`config.mk`:
```
export PLATFORM = sky130hd
export DESIGN_NAME = omm_mgmt_port
export DESIGN_NICKNAME = d
export VERILOG_FILES = /design/src/omm_mgmt_port.v /design/src/omm_twi_slave.v
export VERILOG_INCLUDE_DIRS = /design/src
export SDC_FILE = /design/constraint.sdc
export NUM_CORES = 1
export LEC_CHECK = 0
export BUFFER_PORTS_ARGS = -buffer_cell sky130_fd_sc_hd__buf_2
export CAP_MARGIN = 40
export CORE_MARGIN = 10
export CORE_UTILIZATION = 57
export CTS_BUF_LIST = sky130_fd_sc_hd__clkbuf_2 sky130_fd_sc_hd__clkbuf_4 sky130_fd_sc_hd__clkbuf_8
export DETAILED_ROUTE_END_ITERATION = 6
export PLACE_DENSITY = 0.83
export SLEW_MARGIN = 20
export SYNTH_ARGS = -nofsm -noshare
export SYNTH_HDL_FRONTEND = slang
export SYNTH_SLANG_ARGS = --single-unit
```
`constraint.sdc`:
```
create_clock -name i_clk_sys -period 7.1 [get_ports i_clk_sys]
set_input_delay 2.13 -clock i_clk_sys [delete_from_list [all_inputs] [get_ports i_clk_sys]]
set_output_delay 2.13 -clock i_clk_sys [all_outputs]
set_load 0.01 [all_outputs]
```
`src/omm_defines.vh`:
```
// omm_defines.vh: memory map, reset values, bus and timing constants of the
// optical module management port. Definitions only, included by omm_*.v files.
`ifndef OMM_DEFINES_VH
`define OMM_DEFINES_VH

// 2-wire device address (7 bits); arbitrary neutral value
`define OMM_DEV_ADDR        7'h50

// memory map byte addresses
`define OMM_A_TEMP          8'h00
`define OMM_A_BIAS          8'h01
`define OMM_A_TXPWR         8'h02
`define OMM_A_RXPWR         8'h03
`define OMM_A_VCC           8'h04
`define OMM_A_STATUS        8'h05
`define OMM_A_MASK          8'h06
`define OMM_A_CTRL          8'h07
`define OMM_A_ALM_HI        8'h08
`define OMM_A_ALM_LO        8'h09
`define OMM_A_WRN_HI        8'h0a
`define OMM_A_WRN_LO        8'h0b
`define OMM_A_LIM_BASE      8'h10
`define OMM_A_LIM_LAST      8'h23
`define OMM_A_USER_BASE     8'h40
`define OMM_A_USER_LAST     8'h47

// status byte fields
`define OMM_ST_LASER_ON     0
`define OMM_ST_LOS          1
`define OMM_ST_NOT_READY    2
`define OMM_ST_STANDBY      3
`define OMM_ST_SELECTED     4

// control byte fields
`define OMM_CT_SOFT_OFF     0

// reset values
`define OMM_MASK_RST        8'h1f
`define OMM_CTRL_RST        8'h00

// limits, per channel 32 bits {hi alarm, lo alarm, hi warn, lo warn}, ch0 low
`define OMM_LIMITS_RST      160'he0_10_d0_20_e0_10_d0_20_e0_10_d0_20_e0_10_d0_20_e0_10_d0_20

// laser-off deadline
`define OMM_CLK_NS          5
`define OMM_LASER_OFF_NS    10000
`define OMM_LASER_OFF_CYC   (`OMM_LASER_OFF_NS / `OMM_CLK_NS)

`endif

```
`src/omm_mgmt_port.v`:
```
// omm_mgmt_port.v: management logic of a pluggable optical module: pins,
// diagnostics memory map, alarm/warning flags and the 2-wire slave.
// assumes monitor values come from adc logic on i_clk_sys; pins are asynchronous.
`default_nettype none
`include "omm_defines.vh"

// Function
// - bus answered only while select held low
// - interrupt low flags a readable condition
// - laser off while disable input asserted
// - laser off within ten microseconds
// - not ready is LOS or any lock loss
// - LOS high without signal, low otherwise
// - absent output tied low permanently
// - power down high keeps module standby
// - power down falling edge fully resets
// - reference clock inputs ignored entirely
// - write sampled on rise, protected areas kept
// - read data launched on clock fall
// - byte map, random or auto-increment access
// - live temperature, bias, powers, supply readable
// - alarm and warning flags on range exit
module omm_mgmt_port
#(
  parameter [159:0] P_LIMITS = `OMM_LIMITS_RST
)
(
  input  wire       i_clk_sys,
  input  wire       i_reset,
  input  wire       i_ce,
  input  wire       i_mod_select_n,
  input  wire       i_laser_off_request,
  input  wire       i_pdown_rst,
  input  wire       i_ext_ref_clock_pos,
  input  wire       i_ext_ref_clock_neg,
  input  wire       i_scl,
  input  wire       i_sda,
  output wire       o_sda_out,
  output wire       o_sda_oe,
  input  wire       i_rx_signal_absent,
  input  wire       i_tx_lock_lost,
  input  wire       i_rx_lock_lost,
  input  wire [7:0] i_temp,
  input  wire [7:0] i_bias,
  input  wire [7:0] i_txpwr,
  input  wire [7:0] i_rxpwr,
  input  wire [7:0] i_vcc,
  output reg        o_interrupt_n,
  output wire       o_mod_absent,
  output reg        o_not_ready_flag,
  output reg        o_receive_signal_lost,
  output reg        o_laser_enable,
  output reg        o_standby
);

  localparam integer NCH = 5;

  // synchronisers: stage 0 feeds stage 1 only
  reg [1:0] sel_s_r;
  reg [1:0] off_s_r;
  reg [2:0] pd_s_r;
  reg [1:0] los_s_r;
  reg [1:0] tlol_s_r;
  reg [1:0] rlol_s_r;

  reg [7:0] val_r [0:NCH-1];
  reg [7:0] user_r [0:7];
  reg [7:0] mask_r;
  reg [7:0] ctrl_r;
  reg [4:0] alm_hi_r;
  reg [4:0] alm_lo_r;
  reg [4:0] wrn_hi_r;
  reg [4:0] wrn_lo_r;
  reg [7:0] rdata_nxt;

  wire [4:0] alm_hi_ev;
  wire [4:0] alm_lo_ev;
  wire [4:0] wrn_hi_ev;
  wire [4:0] wrn_lo_ev;
  wire [7:0] twi_addr;
  wire [7:0] twi_wdata;
  wire       twi_wr;
  wire       twi_rd;
  wire       selected;
  wire       pd_fall;
  wire       soft_rst;
  wire [7:0] status;
  wire [7:0] lim_idx;
  wire [7:0] user_idx;
  integer    k;
  integer    j;

  // the reference clock pins are deliberately left unread
  wire unused_ref = i_ext_ref_clock_pos ^ i_ext_ref_clock_neg;

  assign selected = ~sel_s_r[1];
  assign pd_fall  = ~pd_s_r[1] & pd_s_r[2];
  assign soft_rst = pd_fall;
  assign lim_idx  = twi_addr - `OMM_A_LIM_BASE;
  assign user_idx = twi_addr - `OMM_A_USER_BASE;

  assign o_mod_absent = 1'b0;

  // pin synchronisers, all through two flops before use
  always @(posedge i_clk_sys or posedge i_reset)
  begin
    if (i_reset)
    begin
      sel_s_r  <= 2'h3;
      off_s_r  <= 2'h3;
      pd_s_r   <= 3'h0;
      los_s_r  <= 2'h3;
      tlol_s_r <= 2'h0;
      rlol_s_r <= 2'h0;
    end
    else if (i_ce)
    begin
      sel_s_r  <= {sel_s_r[0], i_mod_select_n};
      off_s_r  <= {off_s_r[0], i_laser_off_request};
      pd_s_r   <= {pd_s_r[1:0], i_pdown_rst};
      los_s_r  <= {los_s_r[0], i_rx_signal_absent};
      tlol_s_r <= {tlol_s_r[0], i_tx_lock_lost};
      rlol_s_r <= {rlol_s_r[0], i_rx_lock_lost};
    end
  end

  omm_twi_slave u_twi
  (
    .i_clk_sys (i_clk_sys),
    .i_reset   (i_reset),
    .i_ce      (i_ce),
    .i_clr     (soft_rst),
    .i_enable  (selected),
    .i_scl     (i_scl),
    .i_sda     (i_sda),
    .o_sda_out (o_sda_out),
    .o_sda_oe  (o_sda_oe),
    .o_addr    (twi_addr),
    .i_rdata   (rdata_nxt),
    .o_wr_stb  (twi_wr),
    .o_wdata   (twi_wdata),
    .o_rd_stb  (twi_rd)
  );

  // range comparators, one per monitored channel
  genvar g;
  generate
    for (g = 0; g < NCH; g = g + 1)
    begin : g_ch
      wire [7:0] hi_alm = P_LIMITS[g*32+24 +: 8];
      wire [7:0] lo_alm = P_LIMITS[g*32+16 +: 8];
      wire [7:0] hi_wrn = P_LIMITS[g*32+8 +: 8];
      wire [7:0] lo_wrn = P_LIMITS[g*32 +: 8];
      assign alm_hi_ev[g] = (val_r[g] > hi_alm);
      assign alm_lo_ev[g] = (val_r[g] < lo_alm);
      assign wrn_hi_ev[g] = (val_r[g] > hi_wrn);
      assign wrn_lo_ev[g] = (val_r[g] < lo_wrn);
    end
  endgenerate

  // live diagnostic values; frozen in standby so stale readings are not flagged
  always @(posedge i_clk_sys or posedge i_reset)
  begin
    if (i_reset)
    begin
      for (k = 0; k < NCH; k = k + 1)
        val_r[k] <= 8'h80;
    end
    else if (i_ce)
    begin
      if (soft_rst)
      begin
        for (k = 0; k < NCH; k = k + 1)
          val_r[k] <= 8'h80;
      end
      else if (!o_standby)
      begin
        val_r[0] <= i_temp;
        val_r[1] <= i_bias;
        val_r[2] <= i_txpwr;
        val_r[3] <= i_rxpwr;
        val_r[4] <= i_vcc;
      end
    end
  end

  // sticky flags: clear on read of their byte, a new event wins over the clear
  always @(posedge i_clk_sys or posedge i_reset)
  begin
    if (i_reset)
    begin
      alm_hi_r <= 5'h00;
      alm_lo_r <= 5'h00;
      wrn_hi_r <= 5'h00;
      wrn_lo_r <= 5'h00;
    end
    else if (i_ce)
    begin
      if (soft_rst)
      begin
        alm_hi_r <= 5'h00;
        alm_lo_r <= 5'h00;
        wrn_hi_r <= 5'h00;
        wrn_lo_r <= 5'h00;
      end
      else
      begin
        alm_hi_r <= (twi_rd && twi_addr == `OMM_A_ALM_HI) ? alm_hi_ev : (alm_hi_r | alm_hi_ev);
        alm_lo_r <= (twi_rd && twi_addr == `OMM_A_ALM_LO) ? alm_lo_ev : (alm_lo_r | alm_lo_ev);
        wrn_hi_r <= (twi_rd && twi_addr == `OMM_A_WRN_HI) ? wrn_hi_ev : (wrn_hi_r | wrn_hi_ev);
        wrn_lo_r <= (twi_rd && twi_addr == `OMM_A_WRN_LO) ? wrn_lo_ev : (wrn_lo_r | wrn_lo_ev);
      end
    end
  end

  // writable bytes; everything else is write protected and only acknowledged
  always @(posedge i_clk_sys or posedge i_reset)
  begin
    if (i_reset)
    begin
      mask_r <= `OMM_MASK_RST;
      ctrl_r <= `OMM_CTRL_RST;
      for (j = 0; j < 8; j = j + 1)
        user_r[j] <= 8'h00;
    end
    else if (i_ce)
    begin
      if (soft_rst)
      begin
        mask_r <= `OMM_MASK_RST;
        ctrl_r <= `OMM_CTRL_RST;
        for (j = 0; j < 8; j = j + 1)
          user_r[j] <= 8'h00;
      end
      else if (twi_wr)
      begin
        if (twi_addr == `OMM_A_MASK)
          mask_r <= twi_wdata;
        else if (twi_addr == `OMM_A_CTRL)
          ctrl_r <= twi_wdata;
        else if (twi_addr >= `OMM_A_USER_BASE && twi_addr <= `OMM_A_USER_LAST)
          user_r[user_idx[2:0]] <= twi_wdata;
      end
    end
  end

  assign status = {3'h0, selected, o_standby, o_not_ready_flag, o_receive_signal_lost, o_laser_enable};

  // read mux; unmapped bytes read as zero
  always @*
  begin
    rdata_nxt = 8'h00;
    if (twi_addr < 8'h05)
      rdata_nxt = val_r[twi_addr[2:0]];
    else if (twi_addr == `OMM_A_STATUS)
      rdata_nxt = status;
    else if (twi_addr == `OMM_A_MASK)
      rdata_nxt = mask_r;
    else if (twi_addr == `OMM_A_CTRL)
      rdata_nxt = ctrl_r;
    else if (twi_addr == `OMM_A_ALM_HI)
      rdata_nxt = {3'h0, alm_hi_r};
    else if (twi_addr == `OMM_A_ALM_LO)
      rdata_nxt = {3'h0, alm_lo_r};
    else if (twi_addr == `OMM_A_WRN_HI)
      rdata_nxt = {3'h0, wrn_hi_r};
    else if (twi_addr == `OMM_A_WRN_LO)
      rdata_nxt = {3'h0, wrn_lo_r};
    else if (twi_addr >= `OMM_A_LIM_BASE && twi_addr <= `OMM_A_LIM_LAST)
      rdata_nxt = P_LIMITS[{lim_idx[4:0], 3'h0} +: 8];
    else if (twi_addr >= `OMM_A_USER_BASE && twi_addr <= `OMM_A_USER_LAST)
      rdata_nxt = user_r[user_idx[2:0]];
  end

  // pin outputs, registered; laser path is 3 cycles, far inside the deadline
  always @(posedge i_clk_sys or posedge i_reset)
  begin
    if (i_reset)
    begin
      o_interrupt_n         <= 1'b1;
      o_not_ready_flag      <= 1'b1;
      o_receive_signal_lost <= 1'b1;
      o_laser_enable        <= 1'b0;
      o_standby             <= 1'b0;
    end
    else if (i_ce)
    begin
      o_standby             <= pd_s_r[1];
      o_laser_enable        <= ~off_s_r[1] & ~pd_s_r[1] & ~ctrl_r[`OMM_CT_SOFT_OFF] & ~soft_rst;
      o_receive_signal_lost <= los_s_r[1];
      o_not_ready_flag      <= los_s_r[1] | tlol_s_r[1] | rlol_s_r[1];
      o_interrupt_n         <= ~(|((alm_hi_r | alm_lo_r | wrn_hi_r | wrn_lo_r) & mask_r[4:0]));
    end
  end

endmodule // omm_mgmt_port
`default_nettype wire

```
`src/omm_twi_slave.v`:
```
// omm_twi_slave.v: 2-wire serial slave with byte address pointer.
// assumes scl/sda come from pins on another clock; they are synchronised here.
`default_nettype none
`include "omm_defines.vh"

module omm_twi_slave
(
  input  wire       i_clk_sys,
  input  wire       i_reset,
  input  wire       i_ce,
  input  wire       i_clr,
  input  wire       i_enable,
  input  wire       i_scl,
  input  wire       i_sda,
  output wire       o_sda_out,
  output reg        o_sda_oe,
  output wire [7:0] o_addr,
  input  wire [7:0] i_rdata,
  output reg        o_wr_stb,
  output reg  [7:0] o_wdata,
  output reg        o_rd_stb
);

  localparam [2:0] ST_IDLE = 3'h0;
  localparam [2:0] ST_ADDR = 3'h1;
  localparam [2:0] ST_ACKA = 3'h2;
  localparam [2:0] ST_WRB  = 3'h3;
  localparam [2:0] ST_ACKW = 3'h4;
  localparam [2:0] ST_RDB  = 3'h5;
  localparam [2:0] ST_RACK = 3'h6;

  reg [2:0] scl_s_r;
  reg [2:0] sda_s_r;
  reg [2:0] state_r;
  reg [3:0] cnt_r;
  reg [7:0] sh_r;
  reg [7:0] ptr_r;
  reg       first_r;
  reg       rd_r;

  // stage 0 is read only by stage 1; edges come from stages 1 and 2
  wire scl_rise = scl_s_r[1] & ~scl_s_r[2];
  wire scl_fall = ~scl_s_r[1] & scl_s_r[2];
  wire sda_now  = sda_s_r[1];
  wire start    = scl_s_r[1] & scl_s_r[2] & sda_s_r[2] & ~sda_s_r[1];
  wire stop     = scl_s_r[1] & scl_s_r[2] & ~sda_s_r[2] & sda_s_r[1];

  assign o_sda_out = 1'b0; // open drain: only ever pulls low
  assign o_addr    = ptr_r;

  // pin synchronisers
  always @(posedge i_clk_sys or posedge i_reset)
  begin
    if (i_reset)
    begin
      scl_s_r <= 3'h7;
      sda_s_r <= 3'h7;
    end
    else if (i_ce)
    begin
      scl_s_r <= {scl_s_r[1:0], i_scl};
      sda_s_r <= {sda_s_r[1:0], i_sda};
    end
  end

  // protocol engine; data in on scl rise, data out on scl fall
  always @(posedge i_clk_sys or posedge i_reset)
  begin
    if (i_reset)
    begin
      state_r  <= ST_IDLE;
      cnt_r    <= 4'h0;
      sh_r     <= 8'h00;
      ptr_r    <= 8'h00;
      first_r  <= 1'b0;
      rd_r     <= 1'b0;
      o_sda_oe <= 1'b0;
      o_wr_stb <= 1'b0;
      o_wdata  <= 8'h00;
      o_rd_stb <= 1'b0;
    end
    else if (i_ce)
    begin
      o_wr_stb <= 1'b0;
      o_rd_stb <= 1'b0;
      if (i_clr)
      begin
        state_r  <= ST_IDLE;
        cnt_r    <= 4'h0;
        ptr_r    <= 8'h00;
        o_sda_oe <= 1'b0;
      end
      else if (!i_enable)
      begin
        state_r  <= ST_IDLE;
        o_sda_oe <= 1'b0;
      end
      else if (start)
      begin
        state_r  <= ST_ADDR;
        cnt_r    <= 4'h0;
        o_sda_oe <= 1'b0;
      end
      else if (stop)
      begin
        state_r  <= ST_IDLE;
        o_sda_oe <= 1'b0;
      end
      else if (scl_rise)
      begin
        case (state_r)
          ST_ADDR, ST_WRB:
          begin
            sh_r  <= {sh_r[6:0], sda_now};
            cnt_r <= cnt_r + 4'h1;
          end
          ST_RDB:
            cnt_r <= cnt_r + 4'h1;
          ST_RACK:
            if (sda_now)
              state_r <= ST_IDLE; // host nack ends the read
          default:
            cnt_r <= cnt_r;
        endcase
      end
      else if (scl_fall)
      begin
        case (state_r)
          ST_ADDR:
            if (cnt_r == 4'h8)
            begin
              if (sh_r[7:1] == `OMM_DEV_ADDR)
              begin
                o_sda_oe <= 1'b1;
                rd_r     <= sh_r[0];
                state_r  <= ST_ACKA;
              end
              else
                state_r <= ST_IDLE;
            end
          ST_ACKA:
          begin
            cnt_r <= 4'h0;
            if (rd_r)
            begin
              o_rd_stb <= 1'b1; // strobe while the pointer still names the latched byte
              sh_r     <= i_rdata;
              o_sda_oe <= ~i_rdata[7];
              state_r  <= ST_RDB;
            end
            else
            begin
              o_sda_oe <= 1'b0;
              first_r  <= 1'b1;
              state_r  <= ST_WRB;
            end
          end
          ST_WRB:
            if (cnt_r == 4'h8)
            begin
              o_sda_oe <= 1'b1;
              state_r  <= ST_ACKW;
              if (first_r)
                ptr_r <= sh_r;
              else
              begin
                o_wr_stb <= 1'b1;
                o_wdata  <= sh_r;
              end
            end
          // pointer steps only after the strobe, so a write lands where it was aimed
          ST_ACKW:
          begin
            o_sda_oe <= 1'b0;
            cnt_r    <= 4'h0;
            state_r  <= ST_WRB;
            if (first_r)
              first_r <= 1'b0;
            else
              ptr_r <= ptr_r + 8'h01;
          end
          ST_RDB:
            if (cnt_r == 4'h8)
            begin
              o_sda_oe <= 1'b0;
              ptr_r    <= ptr_r + 8'h01;
              state_r  <= ST_RACK;
            end
            else
            begin
              sh_r     <= {sh_r[6:0], 1'b0};
              o_sda_oe <= ~sh_r[6];
            end
          ST_RACK:
          begin
            o_rd_stb <= 1'b1;
            sh_r     <= i_rdata;
            o_sda_oe <= ~i_rdata[7];
            cnt_r    <= 4'h0;
            state_r  <= ST_RDB;
          end
          default:
            state_r <= ST_IDLE;
        endcase
      end
    end
  end

endmodule // omm_twi_slave
`default_nettype wire
```
==> reports/qor.yml, run 1 <==
coreArea_sq_um: 17900
clockPowerShare: 0.250
clkLatencyLatePin_ps: 490
crit_path_max_fanout: 50
viasPerCell: 6.79
cts_resized: 0
path_buf_inv: 2
slew_headroom: 0.431
cp_slowest_cell: "buf_4"
rsz0062_at_grt: "no"
required_ps: 7520
drive_above_1_share: 0.192
pwr-share-seq: 0.483
hold_slack_ps: 483
cp_top_family: "simple AND/OR/NAND/NOR gates"
p_leak_nw: 4.77
slew_violations: 0
syn_inst: 983
finalCriticalPeriod_ps: 3880
area_growth_pct: 6.94
cts_buffer_depth: 2
cts.clk_slew.worst_paths_ps: 110
cp.arrival_ps: 4300
path_cells: "buf_2, buf_4, nand2_1, nor3_2, nand2_1, nor2_4, a22o_1"
numCtsBuffers: 17
rows: 49
post_cts_buffers: 0
gp_congestion: 0.944
cts_tree: "yes"
maxCapViolations: 0
fmax_ghz: 0.258
gr-usage-all-layers: 0.227
tightest_slew_ps: 854
path_common_cell: "nand2_1"
timing.critical_path.slowest_cell_delay_ps: 450
p_per_area_nw_per_um2: 271
initial_core_util: 0.576
criticalPathCategory: "input port to flip-flop"
antenna_found_initial: 0
overflow: 0
cts_sinks: 199
grt_pass1_vias: 8011
die_w_microns: 154
start_kind: "input port"
yosysWarnings: 0
ys_seq_area_frac: 0.486
nFillCells: 1466
share_comb_of_total_power: 0.266
power.ir.vdd_worst_mv: 0.192
syn_avg_cell_area_sq_um: 10.5
die_area_sq_um: 23900
dr_total_vias: 8427
swShare: 0.369
finalCritPeriodShare: 0.546
ys.flop_type: "dfrtp_1"
grt_first_pass_wirelength_microns: 44300
fin_skew_ps: 15.7
drt_iter0_drc: 1047
dpl.hpwl_microns: 18400
ys_ff_latch: 199
synth_top_cell_by_area: "dfrtp_1"
synth_edf_count: 0
p_int_mw: 1.89
syn_area_sq_um: 10300
wirelength_microns: 27600
pin_count: 61
synth.distinct_cells: 78
grt_max_degree: 200
port_buffers: 56
clock_tree.root_cell: "clkbuf_8"
ant_nets: 0
h-tree-depth: 4
synth.area.top_cells: "dfrtp_1 (42%), a22o_1 (8.4%), dfstp_2 (6.4%), o21ai_0 (4.2%), mux2_2 (4.2%)"
hold_buffers: 0
drtPass1Iterations: 7
hp-class: "flip-flop to flip-flop"
critPathCaptureType: "flip-flop"
fin_setup_tns_ps: 0
finalNetCount: 1062
n_antenna_cell: 0
power.switching_mw: 1.10
synth_top_area_frac: 0.422
status: "complete, no violations"
drc: 0
routedWlPerCell_microns: 22.2
setup_viol: 0
async_flop_share: 1.00
utilization: 0.616
die_h_microns: 154
hold_viol: 0
worst min-delay path, cell delays in order (launching register included):
cell,delay [ps]
dfstp_2,390
inv_1,40
o21ai_0,60
flip-flops by register name (all words and copies together), names as in the netlist, 2 cells and up:
register,count
wrn_lo_r,5
u_twi.o_addr,8
val_r,40
u_twi.sda_s_r,3
tlol_s_r,2
pd_s_r,3
ctrl_r,8
sel_s_r,2
off_s_r,2
alm_lo_r,5
alm_hi_r,5
rlol_s_r,2
u_twi.o_wdata,8
u_twi.cnt_r,4
los_s_r,2
user_r,64
u_twi.state_r,3
u_twi.scl_s_r,3
mask_r,8
u_twi.sh_r,8
wrn_hi_r,5
worst paths after layout:
kind	start	end	slack [ps]	cells after the start
worst max-delay path	i_ce	user_r[15]	3220	7
worst min-delay path	o_interrupt_n	o_interrupt_n	480	2
worst max register to register	u_twi.o_addr[0]	ctrl_r[2]	3880	7
worst min register to register	o_interrupt_n	o_interrupt_n	480	2
max in group asynchronous	i_reset	u_twi.scl_s_r[1]	4420	4
min in group asynchronous	i_reset	val_r[1]	1790	3
layout make-up:
type / count / area, sq um / share of cell area
clock buffer: 17 / 234 / 0.0212
sequential: 199 / 5010 / 0.455
multi-input combinational: 677 / 4760 / 0.432
clock inverter: 15 / 178 / 0.0161
tap: 229 / 287 / 0.0260
inverter: 38 / 146 / 0.0133
timing repair buffer: 67 / 410 / 0.0372
layout by cell type, fill, tap and decap left out, types with 8 or more instances in the layout:
cell / Yosys / final
a22o_1: 99 / 99
o211ai_1: 8 / 8
o221ai_1: 12 / 12
nand3_1: 29 / 29
mux2_2: 38 / 38
inv_1: 37 / 36
or4_1: 12 / 12
nor3_1: 12 / 12
nor2b_1: 18 / 17
dfstp_2: 25 / 25
nand2b_1: 14 / 14
a31oi_1: 11 / 11
clkbuf_8: 8 / 17
o21ai_0: 87 / 87
o22a_1: 12 / 12
mux2i_1: 15 / 15
a21oi_1: 43 / 43
dfrtp_1: 174 / 174
o22ai_1: 15 / 15
nand2_1: 62 / 62
and2_1: 11 / 11
buf_2: 17 / 56
and3_1: 13 / 13
nor2_1: 41 / 41
a211oi_1: 12 / 12
ha_1: 9 / 9
cell families after synthesis:
group	after synthesis	synth area share
AOI/OAI and AO/OA	355	0.248
xor gates and xnor gates	2	0.00170
adders and majority gates	9	0.0109
buffers and inverters	108	0.0529
DFF	199	0.486
muxes	58	0.0670
other	1	0.000364
and+or+nand+nor	251	0.133
metal layers:
metal,wire [microns],part of all wire,up-vias,track usage
met5,0,0,-,0
met1,11300,0.41,4120,0.305
met2,12700,0.46,489,0.344
met3,2410,0.088,81,0.0474
li1,-,-,3737,-
met4,1140,0.041,0,0.107
synthesized netlist by cell type (4+ instances only):
cell and n:
nand3_1 29, a211oi_1 12, o221ai_1 12, dfstp_2 25
ha_1 9, nand2_1 62, a31oi_1 11, buf_2 17
o21a_1 6, o21ai_0 87, clkbuf_1 35, inv_1 37
and2_1 11, mux4_2 5, a221oi_1 6, nor2_1 41
o21ai_2 4, o41ai_1 6, nor2_4 4, dfrtp_1 174
nor3_1 12, o22ai_1 15, o211ai_1 8, clkbuf_8 8
mux2_2 38, and3_1 13, o22a_1 12, a22o_1 99
nand2b_1 14, buf_4 8, mux2i_1 15, a21oi_1 43
or2_2 4, nand4_1 5, nor3b_1 7, or4_1 12
nor2b_1 18
per-stage QoR:
step | power [mW] | cells | instance area, sq um | worst slack (ps)
3_3_place_gp | 2.21 | 1207 | 10600 | 2850
2_1_floorplan | 1.99 | 984 | 10300 | 2420
6_report | 2.99 | 1242 | 11000 | 3220
5_1_grt | 3.13 | 1242 | 11000 | 3150
3_5_place_dp | 2.24 | 1209 | 10600 | 2820
4_1_cts | 2.97 | 1241 | 11000 | 3320
power by group through the flow:
stage | logic, mW | registers [mW] | clock network, mW
6_report | 0.797 | 1.45 | 0.749
3_5_place_dp | 0.777 | 1.46 | 0
2_1_floorplan | 0.587 | 1.40 | 0
4_1_cts | 0.782 | 1.44 | 0.751
3_3_place_gp | 0.754 | 1.45 | 0
5_1_grt | 0.868 | 1.47 | 0.798
Note: power is estimated with default switching activity, not from simulation.
==> run 2, diff against run 1 <==
--- a/config.mk
+++ b/config.mk
@@ -9,10 +9,10 @@
 export BUFFER_PORTS_ARGS = -buffer_cell sky130_fd_sc_hd__buf_2
 export CAP_MARGIN = 40
 export CORE_MARGIN = 10
-export CORE_UTILIZATION = 57
+export CORE_UTILIZATION = 60
 export CTS_BUF_LIST = sky130_fd_sc_hd__clkbuf_2 sky130_fd_sc_hd__clkbuf_4 sky130_fd_sc_hd__clkbuf_8
 export DETAILED_ROUTE_END_ITERATION = 6
-export PLACE_DENSITY = 0.83
+export PLACE_DENSITY = 0.84
 export SLEW_MARGIN = 20
 export SYNTH_ARGS = -nofsm -noshare
 export SYNTH_HDL_FRONTEND = slang
==> constraint.sdc (replaced) <==
create_clock -name i_clk_sys -period 3.68 [get_ports i_clk_sys]
set_input_delay 1.104 -clock i_clk_sys [delete_from_list [all_inputs] [get_ports i_clk_sys]]
set_output_delay 1.104 -clock i_clk_sys [all_outputs]
set_load 0.01 [all_outputs]
==> run 2 against run 1 <==
  * Worst hold slack better by 6.9 ps
  * Critical path depth did not move
  * Cell count rose by 0.32%
  * Combinational power grew 96%
  * Flip-flop and latch count unchanged
  * Total power increased by 93%
==> reports/qor.yml, run 2 (same netlist as run 1, synthesis figures left out) <==
regMostFlops: "user_r"
die_w_microns: 151
clkLatencyLatePin_ps: 490
clock_tree.root_cell: "clkbuf_8"
routedWlPerCell_microns: 22.3
hold_viol: 0
finalWorstSetupSlack_ps: 964
path_buf_inv: 2
criticalPathCategory: "flip-flop to flip-flop"
cts_tree: "yes"
cts_sinks: 199
required_ps: 4080
top_regs: "user_r x64, val_r x40"
viasPerCell: 6.82
mostFrequentLayoutCells: "dfrtp_1 (174), a22o_1 (99), o21ai_0 (87)"
preCtsSetupSlack_ps: 952
n_antenna_cell: 0
setup_viol: 0
fmax_ghz: 0.368
coreArea_sq_um: 16700
area_growth_pct: 7.88
start_kind: "flip-flop"
h-tree-depth: 4
clockPowerShare: 0.245
dp.cells: 1213
drtPass1Iterations: 6
drive_above_1_share: 0.202
power.switching_mw: 2.16
gp_congestion: 0.930
slew_headroom: 0.429
largest_reg_flops: 64
hp-class: "input port to asynchronous set/reset pin"
wl_met3_microns: 2560
cp.arrival_ps: 3110
cp_slowest_cell: "or4_4"
finalCriticalPeriod_ps: 2720
fin_setup_tns_ps: 0
dpl.hpwl_microns: 19400
die_h_microns: 151
rsz0062_at_grt: "no"
dr_total_vias: 8501
top_layer: "met4"
crit_path_max_fanout: 17
p_int_mw: 3.61
finalNetCount: 1075
grt_pass1_vias: 8305
wl_met2_microns: 12700
status: "complete, no violations"
maxCapViolations: 0
timing.critical_path.slowest_cell_delay_ps: 530
port_buffers: 56
cts.clk_slew.worst_paths_ps: 120
initial_core_util: 0.617
m1WireLength_microns: 11100
fin_cells: 1246
slew_violations: 0
fin_skew_ps: 19.8
swShare: 0.374
finalCritPeriodShare: 0.738
rows: 47
overflow: 0
antenna_found_initial: 0
cts_resized: 0
drc: 0
share_comb_of_total_power: 0.270
die_area_sq_um: 22800
p_per_area_nw_per_um2: 519
cp_top_family: "simple AND/OR/NAND/NOR gates"
grt_first_pass_wirelength_microns: 44400
cts_buffer_depth: 2
hold_buffers: 0
p_leak_nw: 4.84
path_cells: "inv_2, ha_1, buf_4, or4_4, a21boi_4, nand3_1, o21ai_0"
tightest_slew_ps: 856
drt_iter0_drc: 1273
numCtsBuffers: 17
power.ir.vdd_worst_mv: 0.344
critPathCaptureType: "flip-flop"
grt_max_degree: 55
pwr-share-seq: 0.485
pin_count: 61
post_cts_buffers: 0
wirelength_microns: 27800
gr-usage-all-layers: 0.247
ant_nets: 0
final_common_cell: "dfrtp_1"
-- run 2: cell count changes in the layout (fill, tap and decap cells not counted), sizes merged --
cell    delta
clkinv     -1
bufinv     -1
inv        +1
buf       +13
clkbuf     +1
-- run 2: area by class of cell --
cell class	instances	area [sq um]
sequential	199	5010
clock buffer	18	248
tap	220	275
inverter	38	146
multi-input combinational	677	4760
fill	1235	5580
clock inverter	14	151
timing repair buffer	80	531
-- run 2: metal layers --
metal / global-route usage / vias up
met5: 0 / -
li1: - / 3751
met4: 0.124 / 0
met2: 0.374 / 523
met3: 0.0516 / 111
met1: 0.331 / 4116
-- run 2: through the flow --
step	instance area, sq um	hold WS, ps	util	power (mW)
after floorplan	10300	457	-	3.84
after global placement	10700	463	0.640	4.29
after detailed placement	10700	475	0.641	4.34
after CTS	11100	494	0.665	5.73
after global routing	11100	487	0.666	6.03
final	11100	489	0.666	5.77
-- run 2: power by group through the flow --
| stage | logic [mW] | clock network [mW] | registers, mW |
|---|---|---|---|
| after global placement | 1.47 | 0 | 2.82 |
| after CTS | 1.53 | 1.41 | 2.79 |
| after global routing | 1.69 | 1.50 | 2.83 |
| after detailed placement | 1.51 | 0 | 2.83 |
| after floorplan | 1.13 | 0 | 2.71 |
| final | 1.56 | 1.42 | 2.80 |
-- run 2: worst register-to-register path: cells and delay by family, from the launching register on --
kind	cells	cell delay [ps]
AND/OR/NAND/NOR	2	650
AO/OA/AOI/OAI	2	560
flip-flops	1	510
buffers and inverters	2	460
adder cells (fa/ha/maj)	1	450
-- run 2: worst paths after layout --
kind                            startpoint            end  slack (ps)  depth (start not counted)
min in group i_clk_sys       o_interrupt_n  o_interrupt_n         490                          2
max reg2reg                u_twi.o_addr[0]      ctrl_r[1]         960                          7
min                                i_reset      val_r[11]         490                          2
min reg2reg                  o_interrupt_n  o_interrupt_n         490                          2
max in group asynchronous          i_reset      mask_r[3]        2400                          4
max                        u_twi.o_addr[0]      ctrl_r[1]         960                          7
